File: src/ext_reader_pkg.sv
// Constants, types and helpers shared by the extension module register reader
package ext_reader_pkg;

  // Clock and scan timing
  localparam int CLK_PERIOD_NS   = 25;
  localparam int SCAN_PERIOD_NS  = 1_000_000;
  localparam int SCAN_CYCLES     = (SCAN_PERIOD_NS + CLK_PERIOD_NS - 1) / CLK_PERIOD_NS;

  // Byte offsets of the register map
  localparam logic [11:0] OFF_CONTROL    = 12'h000;
  localparam logic [11:0] OFF_POSITION   = 12'h004;
  localparam logic [11:0] OFF_START      = 12'h008;
  localparam logic [11:0] OFF_COUNT      = 12'h00C;
  localparam logic [11:0] OFF_BASE       = 12'h010;
  localparam logic [11:0] OFF_STATUS     = 12'h014;
  localparam logic [11:0] OFF_FAULT      = 12'h018;
  localparam logic [2:0]  BUF_WINDOW_TAG = 3'h1;

  // Field positions
  localparam int CTRL_EXEC_BIT   = 0;
  localparam int CTRL_WIDE_BIT   = 1;
  localparam int STAT_BUSY_BIT   = 0;
  localparam int STAT_ACTIVE_BIT = 1;
  localparam int STAT_DONE_BIT   = 2;
  localparam int STAT_ERROR_BIT  = 3;
  localparam int STAT_PROG_LSB   = 8;

  // Reset values
  localparam logic [7:0]  RST_BYTE = 8'h00;
  localparam logic [15:0] RST_HALF = 16'h0000;
  localparam logic [31:0] RST_WORD = 32'h0000_0000;

  // Legal parameter ranges
  localparam logic [7:0] POS_RIGHT_FIRST = 8'h00;
  localparam logic [7:0] POS_RIGHT_LAST  = 8'h07;
  localparam logic [7:0] POS_LEFT_FIRST  = 8'h64;
  localparam logic [7:0] POS_LEFT_LAST   = 8'h6B;
  localparam logic [7:0] COUNT_MIN       = 8'h01;
  localparam logic [7:0] COUNT_MAX       = 8'h40;
  localparam int         BUF_DEPTH       = 128;

  // Fault codes
  localparam logic [15:0] FAULT_NONE     = 16'h0000;
  localparam logic [15:0] FAULT_POSITION = 16'h0001;
  localparam logic [15:0] FAULT_COUNT    = 16'h0002;
  localparam logic [15:0] FAULT_INDEX    = 16'h0003;
  localparam logic [15:0] FAULT_BASE     = 16'h0004;
  localparam logic [15:0] FAULT_LINK     = 16'h0005;

  typedef enum {ST_CLEAR, ST_IDLE, ST_CHECK, ST_READ, ST_WAIT_SCAN, ST_HOLD} engine_state_e;

  function automatic logic pos_is_left(input logic [7:0] pos);
    return (pos >= POS_LEFT_FIRST) && (pos <= POS_LEFT_LAST);
  endfunction : pos_is_left

  function automatic logic pos_is_right(input logic [7:0] pos);
    return (pos >= POS_RIGHT_FIRST) && (pos <= POS_RIGHT_LAST);
  endfunction : pos_is_right

  function automatic logic [2:0] pos_slot(input logic [7:0] pos);
    logic [7:0] rel;
    rel = pos_is_left(pos) ? (pos - POS_LEFT_FIRST) : pos;
    return rel[2:0];
  endfunction : pos_slot

endpackage : ext_reader_pkg

File: src/ext_module_reader.sv
// Handshaked read engine copying extension module registers into a buffer
//
// Function
// RULE_01: Right positions 0 to 7 are accepted.
// RULE_02: Left positions 100 to 107 are accepted.
// RULE_03: Position outside both ranges raises error.
// RULE_04: Count must lie between 1 and 64.
// RULE_05: Start index within module's register range.
// RULE_06: Execute rise raises busy, active; done later.
// RULE_07: Busy and active high throughout transfer.
// RULE_08: Execute low drops done, zeroes buffer.
// RULE_09: Fault raises error, code; busy drops.
// RULE_10: Illegal input parameters also raise error.
// RULE_11: Error held until execute low, code cleared.
// RULE_12: Registers land at consecutive buffer elements.
// RULE_13: Values stored as signed 16 or 32.
// RULE_14: Parameters sampled at execute rise only.
// RULE_15: Right numbering counts only special modules.
// RULE_16: At most eight modules per side.
//
// Design decisions made here: the register offsets and the AHB-Lite interface to the registers.
`timescale 1ns/10ps
module ext_module_reader
  import ext_reader_pkg::*;
#(
  parameter int SCAN_LEN = ext_reader_pkg::SCAN_CYCLES,
  parameter int DEPTH    = ext_reader_pkg::BUF_DEPTH
) (
  // Clock and reset
  input  wire logic        hclk,
  input  wire logic        hresetn,
  // AHB-Lite slave
  input  wire logic        hsel,
  input  wire logic [31:0] haddr,
  input  wire logic [1:0]  htrans,
  input  wire logic        hwrite,
  input  wire logic [2:0]  hsize,
  input  wire logic [31:0] hwdata,
  input  wire logic        hready,
  output logic      [31:0] hrdata,
  output logic             hreadyout,
  output logic             hresp,
  // Extension link
  output logic             ext_req,
  output logic             ext_left,
  output logic      [2:0]  ext_slot,
  output logic      [15:0] ext_index,
  input  wire logic [15:0] ext_max_index,
  input  wire logic [31:0] ext_rdata,
  input  wire logic        ext_ack,
  input  wire logic        ext_fault,
  // Transfer status
  output logic             busy,
  output logic             active,
  output logic             done,
  output logic             error,
  output logic      [15:0] fault_code
);
  import ext_reader_pkg::*;

  localparam int AW = $clog2(DEPTH);

  // Software-visible configuration
  logic        ctrl_exec;
  logic        ctrl_wide;
  logic [7:0]  module_position;
  logic [15:0] module_register_index;
  logic [7:0]  reg_count;
  logic [7:0]  reg_base;

  // Bus data phase
  logic        dp_valid;
  logic        dp_write;
  logic [11:0] dp_addr;
  logic        dp_buffer;

  // Transfer engine
  engine_state_e state;
  logic          exec_q;
  logic          exec_rise;
  logic [7:0]    t_position;
  logic [15:0]   t_index;
  logic [7:0]    t_count;
  logic [7:0]    t_base;
  logic          t_wide;
  logic [7:0]    words_done;
  logic [AW-1:0] cur_addr;
  logic [AW-1:0] clr_addr;
  logic [AW-1:0] clr_last;
  logic [15:0]   check_fault;
  logic [31:0]   scan_cnt;
  logic          scan_tick;

  // Buffer ports
  logic          wr_en;
  logic [AW-1:0] wr_addr;
  logic [31:0]   wr_data;
  logic [31:0]   buf_rdata;
  logic [31:0]   fitted;

  assign hreadyout = 1'b1;
  assign hresp     = 1'b0;

  // Word-only slave; hsize is accepted but not decoded
  always_ff @(posedge hclk or negedge hresetn) begin
    if (!hresetn) begin
      dp_valid <= 1'b0;
      dp_write <= 1'b0;
      dp_addr  <= 12'h000;
    end else if (hready) begin
      dp_valid <= hsel && htrans[1];
      dp_write <= hwrite;
      dp_addr  <= haddr[11:0];
    end
  end

  assign dp_buffer = (dp_addr[11:9] == BUF_WINDOW_TAG);

  // Configuration writes land at the end of the data phase
  always_ff @(posedge hclk or negedge hresetn) begin
    if (!hresetn) begin
      ctrl_exec             <= 1'b0;
      ctrl_wide             <= 1'b0;
      module_position       <= RST_BYTE;
      module_register_index <= RST_HALF;
      reg_count             <= RST_BYTE;
      reg_base              <= RST_BYTE;
    end else if (dp_valid && dp_write) begin
      case (dp_addr)
        OFF_CONTROL: begin
          ctrl_exec <= hwdata[CTRL_EXEC_BIT];
          ctrl_wide <= hwdata[CTRL_WIDE_BIT];
        end
        OFF_POSITION: module_position       <= hwdata[7:0];
        OFF_START:    module_register_index <= hwdata[15:0];
        OFF_COUNT:    reg_count             <= hwdata[7:0];
        OFF_BASE:     reg_base              <= hwdata[7:0];
        default: ;
      endcase
    end
  end

  // Read mux; buffer data come from the memory's output register
  always_comb begin
    hrdata = RST_WORD;
    if (dp_valid && !dp_write) begin
      if (dp_buffer) begin
        hrdata = buf_rdata;
      end else begin
        case (dp_addr)
          OFF_CONTROL: begin
            hrdata[CTRL_EXEC_BIT] = ctrl_exec;
            hrdata[CTRL_WIDE_BIT] = ctrl_wide;
          end
          OFF_POSITION: hrdata[7:0]  = module_position;
          OFF_START:    hrdata[15:0] = module_register_index;
          OFF_COUNT:    hrdata[7:0]  = reg_count;
          OFF_BASE:     hrdata[7:0]  = reg_base;
          OFF_STATUS: begin
            hrdata[STAT_BUSY_BIT]                    = busy;
            hrdata[STAT_ACTIVE_BIT]                  = active;
            hrdata[STAT_DONE_BIT]                    = done;
            hrdata[STAT_ERROR_BIT]                   = error;
            hrdata[STAT_PROG_LSB+7:STAT_PROG_LSB]    = words_done;
          end
          OFF_FAULT: hrdata[15:0] = fault_code;
          default: hrdata = RST_WORD;
        endcase
      end
    end
  end

  // Free-running scan period; done waits for the next boundary
  always_ff @(posedge hclk or negedge hresetn) begin
    if (!hresetn) begin
      scan_cnt <= RST_WORD;
    end else if (scan_tick) begin
      scan_cnt <= RST_WORD;
    end else begin
      scan_cnt <= scan_cnt + 32'h0000_0001;
    end
  end

  assign scan_tick = (scan_cnt == 32'(SCAN_LEN - 1));

  // Execute edge detection
  always_ff @(posedge hclk or negedge hresetn) begin
    if (!hresetn) begin
      exec_q <= 1'b0;
    end else begin
      exec_q <= ctrl_exec;
    end
  end

  assign exec_rise = ctrl_exec && !exec_q;

  reader_param_check #(
    .DEPTH           (DEPTH)
  ) u_check (
    .module_position (t_position),
    .start_index     (t_index),
    .count           (t_count),
    .dest_base       (t_base),
    .max_index       (ext_max_index),
    .fault           (check_fault)
  );

  // Parameter capture; later edits to the registers cannot disturb a run
  always_ff @(posedge hclk or negedge hresetn) begin
    if (!hresetn) begin
      t_position <= RST_BYTE;
      t_index    <= RST_HALF;
      t_count    <= RST_BYTE;
      t_base     <= RST_BYTE;
      t_wide     <= 1'b0;
      ext_left   <= 1'b0;
      ext_slot   <= 3'h0;
    end else if (state == ST_IDLE && exec_rise) begin
      t_position <= module_position; // see RULE_14
      t_index    <= module_register_index;
      t_count    <= reg_count;
      t_base     <= reg_base;
      t_wide     <= ctrl_wide;
      ext_left   <= pos_is_left(module_position); // see RULE_02
      // Digital-only modules take no slot, so the link counts only special ones
      ext_slot   <= pos_slot(module_position); // see RULE_01 see RULE_15
    end
  end

  // Main transfer sequence; a power-up sweep zeroes the whole buffer
  always_ff @(posedge hclk or negedge hresetn) begin
    if (!hresetn) begin
      state      <= ST_CLEAR;
      clr_addr   <= '0;
      clr_last   <= AW'(DEPTH - 1);
      cur_addr   <= '0;
      ext_index  <= RST_HALF;
      words_done <= RST_BYTE;
      done       <= 1'b0;
      error      <= 1'b0;
      fault_code <= FAULT_NONE;
    end else begin
      case (state)
        ST_CLEAR: begin
          if (clr_addr == clr_last) begin
            state <= ST_IDLE;
          end else begin
            clr_addr <= clr_addr + AW'(1);
          end
        end
        ST_IDLE: begin
          // Further rises are ignored until the engine is back here
          if (exec_rise) begin
            state      <= ST_CHECK; // see RULE_06 see RULE_14
            words_done <= RST_BYTE;
          end
        end
        ST_CHECK: begin
          if (check_fault != FAULT_NONE) begin
            error      <= 1'b1; // see RULE_03 see RULE_10
            fault_code <= check_fault; // see RULE_09
            state      <= ST_HOLD;
          end else begin
            ext_index  <= t_index; // see RULE_05
            cur_addr   <= t_base[AW-1:0];
            state      <= ST_READ;
          end
        end
        ST_READ: begin
          if (ext_ack) begin
            if (ext_fault) begin
              error      <= 1'b1; // see RULE_09
              fault_code <= FAULT_LINK;
              state      <= ST_HOLD;
            end else begin
              ext_index  <= ext_index + 16'h0001;
              cur_addr   <= cur_addr + AW'(1); // see RULE_12
              words_done <= words_done + 8'h01;
              if (words_done == t_count - 8'h01) begin
                state <= ST_WAIT_SCAN; // see RULE_04
              end
            end
          end
        end
        ST_WAIT_SCAN: begin
          if (scan_tick) begin
            done  <= 1'b1; // see RULE_06
            state <= ST_HOLD;
          end
        end
        ST_HOLD: begin
          // Error and done stand until software drops execute
          if (!ctrl_exec) begin
            done       <= 1'b0; // see RULE_08
            error      <= 1'b0; // see RULE_11
            fault_code <= FAULT_NONE; // see RULE_11
            if (done || fault_code == FAULT_LINK) begin
              clr_addr <= t_base[AW-1:0]; // see RULE_08
              clr_last <= AW'(t_base + t_count - 8'h01);
              state    <= ST_CLEAR;
            end else begin
              state <= ST_IDLE;
            end
          end
        end
        default: state <= ST_IDLE;
      endcase
    end
  end

  // Busy and active share one window: entry on the rise, exit on done or error
  assign busy    = (state == ST_CHECK) || (state == ST_READ) || (state == ST_WAIT_SCAN); // see RULE_07
  assign active  = busy; // see RULE_06 see RULE_07
  assign ext_req = (state == ST_READ);

  // Narrow mode keeps the low half with its sign, as a 16-bit integer element
  assign fitted  = t_wide ? ext_rdata : {{16{ext_rdata[15]}}, ext_rdata[15:0]}; // see RULE_13

  assign wr_en   = (state == ST_CLEAR) || ((state == ST_READ) && ext_ack && !ext_fault);
  assign wr_addr = (state == ST_CLEAR) ? clr_addr : cur_addr; // see RULE_12
  assign wr_data = (state == ST_CLEAR) ? RST_WORD : fitted; // see RULE_08

  reader_buffer_ram #(
    .WIDTH   (32),
    .DEPTH   (DEPTH),
    .AW      (AW)
  ) u_buffer (
    .hclk    (hclk),
    .hresetn (hresetn),
    .wr_en   (wr_en),
    .wr_addr (wr_addr),
    .wr_data (wr_data),
    .rd_addr (haddr[AW+1:2]),
    .rd_data (buf_rdata)
  );

endmodule : ext_module_reader

File: src/reader_buffer_ram.sv
// Destination buffer memory with registered read port
`timescale 1ns/10ps
module reader_buffer_ram #(
  parameter int WIDTH = 32,
  parameter int DEPTH = 128,
  parameter int AW    = $clog2(DEPTH)
) (
  // Clock and reset
  input  wire logic             hclk,
  input  wire logic             hresetn,
  // Write port
  input  wire logic             wr_en,
  input  wire logic [AW-1:0]    wr_addr,
  input  wire logic [WIDTH-1:0] wr_data,
  // Read port
  input  wire logic [AW-1:0]    rd_addr,
  output logic      [WIDTH-1:0] rd_data
);
  logic [WIDTH-1:0] mem [DEPTH];

  always_ff @(posedge hclk) begin
    if (wr_en) begin
      mem[wr_addr] <= wr_data;
    end
  end

  always_ff @(posedge hclk or negedge hresetn) begin
    if (!hresetn) begin
      rd_data <= '0;
    end else begin
      rd_data <= mem[rd_addr];
    end
  end
endmodule : reader_buffer_ram

File: src/reader_param_check.sv
// Legality check of the parameters of one register transfer
`timescale 1ns/10ps
module reader_param_check
  import ext_reader_pkg::*;
#(
  parameter int DEPTH = 128
) (
  // Sampled transfer parameters
  input  wire logic [7:0]  module_position,
  input  wire logic [15:0] start_index,
  input  wire logic [7:0]  count,
  input  wire logic [7:0]  dest_base,
  // Highest index of the addressed module
  input  wire logic [15:0] max_index,
  // Result
  output logic      [15:0] fault
);
  logic [16:0] last_index;
  logic [8:0]  end_slot;

  always_comb begin
    last_index = {1'b0, start_index} + {9'h000, count} - 17'h0_0001;
    end_slot   = {1'b0, dest_base} + {1'b0, count};
    if (!pos_is_left(module_position) && !pos_is_right(module_position)) begin
      fault = FAULT_POSITION; // see RULE_03
    end else if (count < COUNT_MIN || count > COUNT_MAX) begin
      fault = FAULT_COUNT; // see RULE_04
    end else if (last_index > {1'b0, max_index}) begin
      fault = FAULT_INDEX; // see RULE_05
    end else if (end_slot > 9'(DEPTH)) begin
      fault = FAULT_BASE;
    end else begin
      fault = FAULT_NONE;
    end
  end
endmodule : reader_param_check

File: config.mk
export PLATFORM = sky130hd
export DESIGN_NAME = ext_module_reader
export DESIGN_NICKNAME = d
export VERILOG_FILES = /design/src/ext_reader_pkg.sv /design/src/ext_module_reader.sv /design/src/reader_buffer_ram.sv /design/src/reader_param_check.sv
export SDC_FILE = /design/constraint.sdc
export NUM_CORES = 2
export LEC_CHECK = 0
export ABC_AREA = 1
export ABC_CLOCK_PERIOD_IN_PS = 16960
export BUFFER_PORTS_ARGS = -buffer_cell sky130_fd_sc_hd__buf_4
export CAP_MARGIN = 10
export CORE_ASPECT_RATIO = 0.8
export CORE_UTILIZATION = 24
export CTS_BUF_LIST = sky130_fd_sc_hd__clkbuf_8
export CTS_CLUSTER_DIAMETER = 30
export CTS_CLUSTER_SIZE = 40
export DETAILED_ROUTE_END_ITERATION = 6
export SLEW_MARGIN = 20
export SYNTH_ARGS = -nofsm -noshare
export SYNTH_HDL_FRONTEND = slang
export SYNTH_SLANG_ARGS = --single-unit
File: constraint.sdc
create_clock -name hclk -period 16.96 [get_ports hclk]
set_clock_uncertainty 0.2 [all_clocks]
set_input_delay 1.696 -clock hclk [delete_from_list [all_inputs] [get_ports hclk]]
set_output_delay 1.696 -clock hclk [all_outputs]
set_load 0.005 [all_outputs]
Word level (Yosys, flattened, before mapping)
Memory sizes are Yosys's and may differ from the RTL's. A register that Yosys moved wholly into a read port is not among the register bits.
Cells that the tools add are included.
- register bits: 229
- bits in writable memories: 4096
- input port bits: 124
- output and inout port bits: 75
- logic and storage cells: 181
- memories: 1
- memories (name ; depth ; width ; read ports ; clocked after Yosys merged registers in ; write ports ; RTL line ; text):
    u_buffer.mem ; 128 ; 32 ; 1 ; 1 ; 1 ; reader_buffer_ram.sv:19 ; logic [WIDTH-1:0] mem [DEPTH];
- add/sub/neg operators: 12
- $lt $le $gt $ge: 10
- equal/unequal tests: 32
- muxes and demuxes: 55
- bitwise gates (word level): 1
- reductions and logical operators: 43
- operators by type and width (operator ; number):
    $mux 32 ; 12
    $pmux 32 s6 ; 1
    $mux 16 ; 10
    $eq 32x3->1 const B ; 4
    $eq 32x2->1 const B ; 3
    $logic_not 32->1 ; 2
    $mux 7 ; 7
    $pmux 16 s3 ; 1
    $eq 12x5->1 const B ; 3
    $add 32x1->32 const B ; 1
    $eq 32x1->1 const B ; 1
    $eq 32x16->1 const B ; 1
    $eq 32x4->1 const B ; 1
    $pmux 16 s2 ; 1
    $pmux 7 s2 ; 2
    $eq 12x4->1 const B ; 2
    $mux 8 ; 3
    $pmux 8 s3 ; 1
    $ne 2x2->1 const B ; 11
    $pmux 4 s5 ; 1
    $add 16x8->17 ; 1
    $gt 17x16->1 ; 1
    $sub 17x1->17 const B ; 1
    $add 16x1->16 const B ; 1
    other kinds (40) ; 81

Longest topological paths before layout
- depth after elaboration: 9
- mapped depth: 28
- mapped depth without buffers: 28

By module
A second synthesis with hierarchy kept.
- cells, all modules: 15253
- area, all modules: 178483.7 um^2
- modules (own cells, without submodules) (module ; instances ; cells an instance ; area an instance (um^2) ; seq. area each (um^2)):
    reader_buffer_ram ; 1 ; 13390 ; 165207.2 ; 123798.7
    ext_module_reader ; 1 ; 1557 ; 11379.7 ; 4963.5
    reader_param_check ; 1 ; 306 ; 1896.8 ; 0.0

Least setup slack after synthesis
No wires, ideal clock.
- path kind: input port to flip-flop
- start: input ext_fault
- end: memory u_buffer.mem[80][0], enable pin
- setup time: 502 ps
- data arrival time: 5449 ps
- required time: 16258 ps
- slack: 10809 ps
- stages on the path: 6
- buffers on the path: 1
- path through: nor2_4 > nand2_2 > nand2_1 > buf_4 > nand3_1 > nor4_1
- cells in the longest elaborated chain, start to end: 5
- ends and longest elaborated chain (element ; RTL line ; text):
    from (decl) ; ext_module_reader.sv:51 ; input wire logic ext_fault,
    $logic_not 1->1 ; ext_module_reader.sv:319 ; assign wr_en = (state == ST_CLEAR) || ((state == ST_READ) && ext_ack && !ext_fault);
    $logic_and 1x1->1 ; ext_module_reader.sv:319 ;
    $logic_or 1x1->1 ; ext_module_reader.sv:319 ;
    $mux 1 ; reader_buffer_ram.sv:22 ; if (wr_en) begin
    $mux 1 (not written as such) ; reader_buffer_ram.sv:23 ; mem[wr_addr] <= wr_data;
    to (decl) ; reader_buffer_ram.sv:19 ;
No other way between the ends.

==> results.yml <==
status:
  status: "finished clean"
worst_setup_path:
  endpoint: "u_buffer.rd_data[17]"
  r2r-start: "state[2]"
  crit_type: "input pin to register"
  reg2reg_to: "u_buffer.mem[56][13]"
  cp.required_ns: 17.96
  critPathLaunchType: "input pin"
  cp-end-kind: "register"
  ff2ff_setup_slack_ns: 10.72
  critPathMaxFanout: 153
  r2r.worst_path.cells: 11
  crit_arrival_ns: 7.30
  crit_path_start: "haddr[2]"
timing:
  hold_violations: 0
  setup_tns_ns: 0
  final_max_slew_viol_count: 0
  rsz0062_at_grt: "no"
  worst_slew_pin_slew_ns: 1.311
  fin_crit_ns: 6.300
  max_slew_margin: 0.1229
  fin_crit_sh: 0.3714
  fmax_mhz: 158.7
  finalSetupViolations: 0
grt:
  grt_pass1_vias: 108400
  grt_overflow_total: 0
  grt_usage: 0.1412
  grt_max_degree: 180
  antenna_found_initial: 32
  grt_pass1_wl_mm: 772.2
detailed_routing:
  ant_nets: 0
  vias: 117700
  drc: 0
  drtIter0Drc: 16500
  routed_wl_mm: 544.7
  drt_pass1_iterations: 6
  via_per_inst: 4.884
  wire_per_inst_um: 22.61
floorplanning:
  die-width_um: 952.2
  design.core.area_sq_um: 717900
  io-pin-count: 199
  die_area_sq_um: 725800
  start_util: 0.2415
  placementRows: 278
  die_y_um: 762.2
job:
  drv_cap: 0
synth:
  ys_ff_latch: 4313
  synth_top_cells_by_area: "edfxtp_1, o21ai_0, nor2_1, o22ai_1, dfrtp_1"
  avgSynthCellArea_sq_um: 12.53
  synth_edf_count: 4096
  ys_seq_area_frac: 0.7408
  yosysUniqueCellTypes: 64
  ys.warnings.count: 0
  synth.most_common_cell: "edfxtp_1"
  syn_inst: 13840
  synth_area_leader_cell: "edfxtp_1"
  synth.top_cell.area_share: 0.7095
  ys_top_cells_by_count: "edfxtp_1, nor2_1, o21ai_0, o22ai_1, nand2_1"
  async_reset_ff_frac: 0.05031
  synth_flop_cell: "edfxtp_1"
  syn_area_sq_um: 173400
place:
  place_congestion: 0.8403
  dpl.hpwl_mm: 293.7
  numPortBuffers: 143
clock_tree:
  numCtsBuffers: 657
  cts_num_sinks: 4313
  h-tree-depth: 6
  cts_buffer_depth: 4
  clk_latency_ns: 1.28
  cts.clk_slew.worst_paths_ns: 0.07
  clockRootBuffer: "clkbuf_8"
  cts_setup_buffers: 0
  cts_tree: "yes"
  cts_hold_buf: 0
  ctsResizeCount: 0
pwr:
  power.leakage_uw: 0.06465
  p_per_area_nw_per_um2: 128.2
  irDropWorstVdd_uv: 101.3
cells_and_area:
  syn_to_final_growth_pct: 15.70
  fin_util: 0.2794
  nNetsFinal: 14190
  fillers: 73050
  multiInputGateArea_sq_um: 40780
  drive_gt1_frac: 0.1224
  ff_latch_area_sq_um: 128400
hold_path:
  holdCritPathClass: "input pin to async pin"
## per-layer routing
| layer | wire length [um] | part of all wire | global-route usage | up-vias |
|---|---|---|---|---|
| met5 | 116 | 0.00021 | 0 | - |
| met4 | 17500 | 0.032 | 0.04583 | 18 |
| met3 | 67100 | 0.12 | 0.03813 | 929 |
| met2 | 229000 | 0.42 | 0.2048 | 6689 |
| met1 | 231000 | 0.42 | 0.2037 | 58650 |
| li1 | - | - | - | 51390 |
## flip-flops by register name (all words and copies together) (netlist names), 3 cells and up
signal	count
dp_addr	12
ext_slot	3
t_base	8
state	3
module_register_index	16
t_count	8
module_position	8
clr_addr	7
u_buffer.rd_data	32
reg_base	8
fault_code	3
t_index	16
t_position	6
clr_last	7
u_buffer.mem	4096
cur_addr	7
words_done	8
scan_cnt	32
reg_count	8
ext_index	16
## critical path, stage by stage
cell	delay [ns]
buf_16	0.18
inv_8	0.67
buf_4	0.86
buf_4	0.69
buf_4	0.72
o21ai_0	0.16
o22ai_1	0.20
nor2_1	0.06
o22ai_1	0.85
nand2_1	0.11
nand3_1	0.30
nand3_1	0.31
nand2_1	0.15
## how the worst min path moves through the flow
stage                  start             to  slack [ns]
6_report             hresetn  ext_index[13]        0.25
5_1_grt        t_position[4]  t_position[4]        0.29
4_1_cts              hresetn  ext_index[13]        0.22
3_5_place_dp   t_position[4]  t_position[4]        0.26
3_3_place_gp   t_position[4]  t_position[4]        0.26
2_1_floorplan      ctrl_exec         exec_q        0.21
## area by class of cell
cell class / instances / share of cell area
inverters: 297 / 0.005932
diodes: 12 / 0.0001497
flip-flops and latches: 4313 / 0.6403
multi-input cells: 8267 / 0.2033
well taps: 9520 / 0.05938
clock inverters: 547 / 0.02610
clock buffers: 674 / 0.04625
repair buffers: 463 / 0.01858
## cells in the final DEF (no fill, tap or decap), types with 20 or more instances in the layout
| cell | instances |
|---|---|
| clkinv_2 | 111 |
| o21ai_1 | 249 |
| inv_8 | 24 |
| edfxtp_1 | 4096 |
| clkbuf_8 | 674 |
| clkinv_1 | 68 |
| inv_6 | 57 |
| o21ai_0 | 2326 |
| clkinvlp_4 | 96 |
| xor2_1 | 48 |
| nor2_4 | 145 |
| clkinv_4 | 52 |
| inv_1 | 329 |
| nand4_1 | 25 |
| nor3_1 | 51 |
| o22ai_1 | 1231 |
| a21oi_1 | 138 |
| o31ai_1 | 21 |
| buf_4 | 440 |
| xnor2_1 | 20 |
| nand3_1 | 316 |
| nand2_1 | 946 |
| bufinv_16 | 73 |
| dfrtp_1 | 210 |
| nor2_1 | 2540 |
| ha_1 | 65 |
## cell families (layout without fill, tap and decap cells)
| family | Yosys count | count (layout) | synth area share |
|---|---|---|---|
| DFF | 4313 | 4313 | 0.7408 |
| other | 2 | 27 | 0.00004332 |
| adders and majority gates | 68 | 68 | 0.005038 |
| muxes | 5 | 5 | 0.0003247 |
| xor gates and xnor gates | 68 | 68 | 0.003435 |
| AOI/OAI and AO/OA | 4031 | 4031 | 0.1268 |
| and+or+nand+nor | 4080 | 4080 | 0.09280 |
| buffers and inverters | 1272 | 1981 | 0.03072 |
## stage by stage
stage               setup slack [ns]  cell area [sq um]  hold slack (ns)  instances  power (uW)
floorplan                      10.81             173400           0.2138      13850       14810
global route                   10.52             200600           0.2942      24080       26490
finish                         10.66             200600           0.2535      24090       25720
detailed placement             9.680             186000           0.2598      22860       16350
global placement               9.720             186000           0.2603      22860       16300
CTS                            10.80             200500           0.2177      24080       25750
## power breakdown
group	internal [uW]	switching, uW
Clock	4990	4530
Sequential	12700	103
Combinational	655	2790
Total	18300	7420
(Power assumes the default switching activity.)
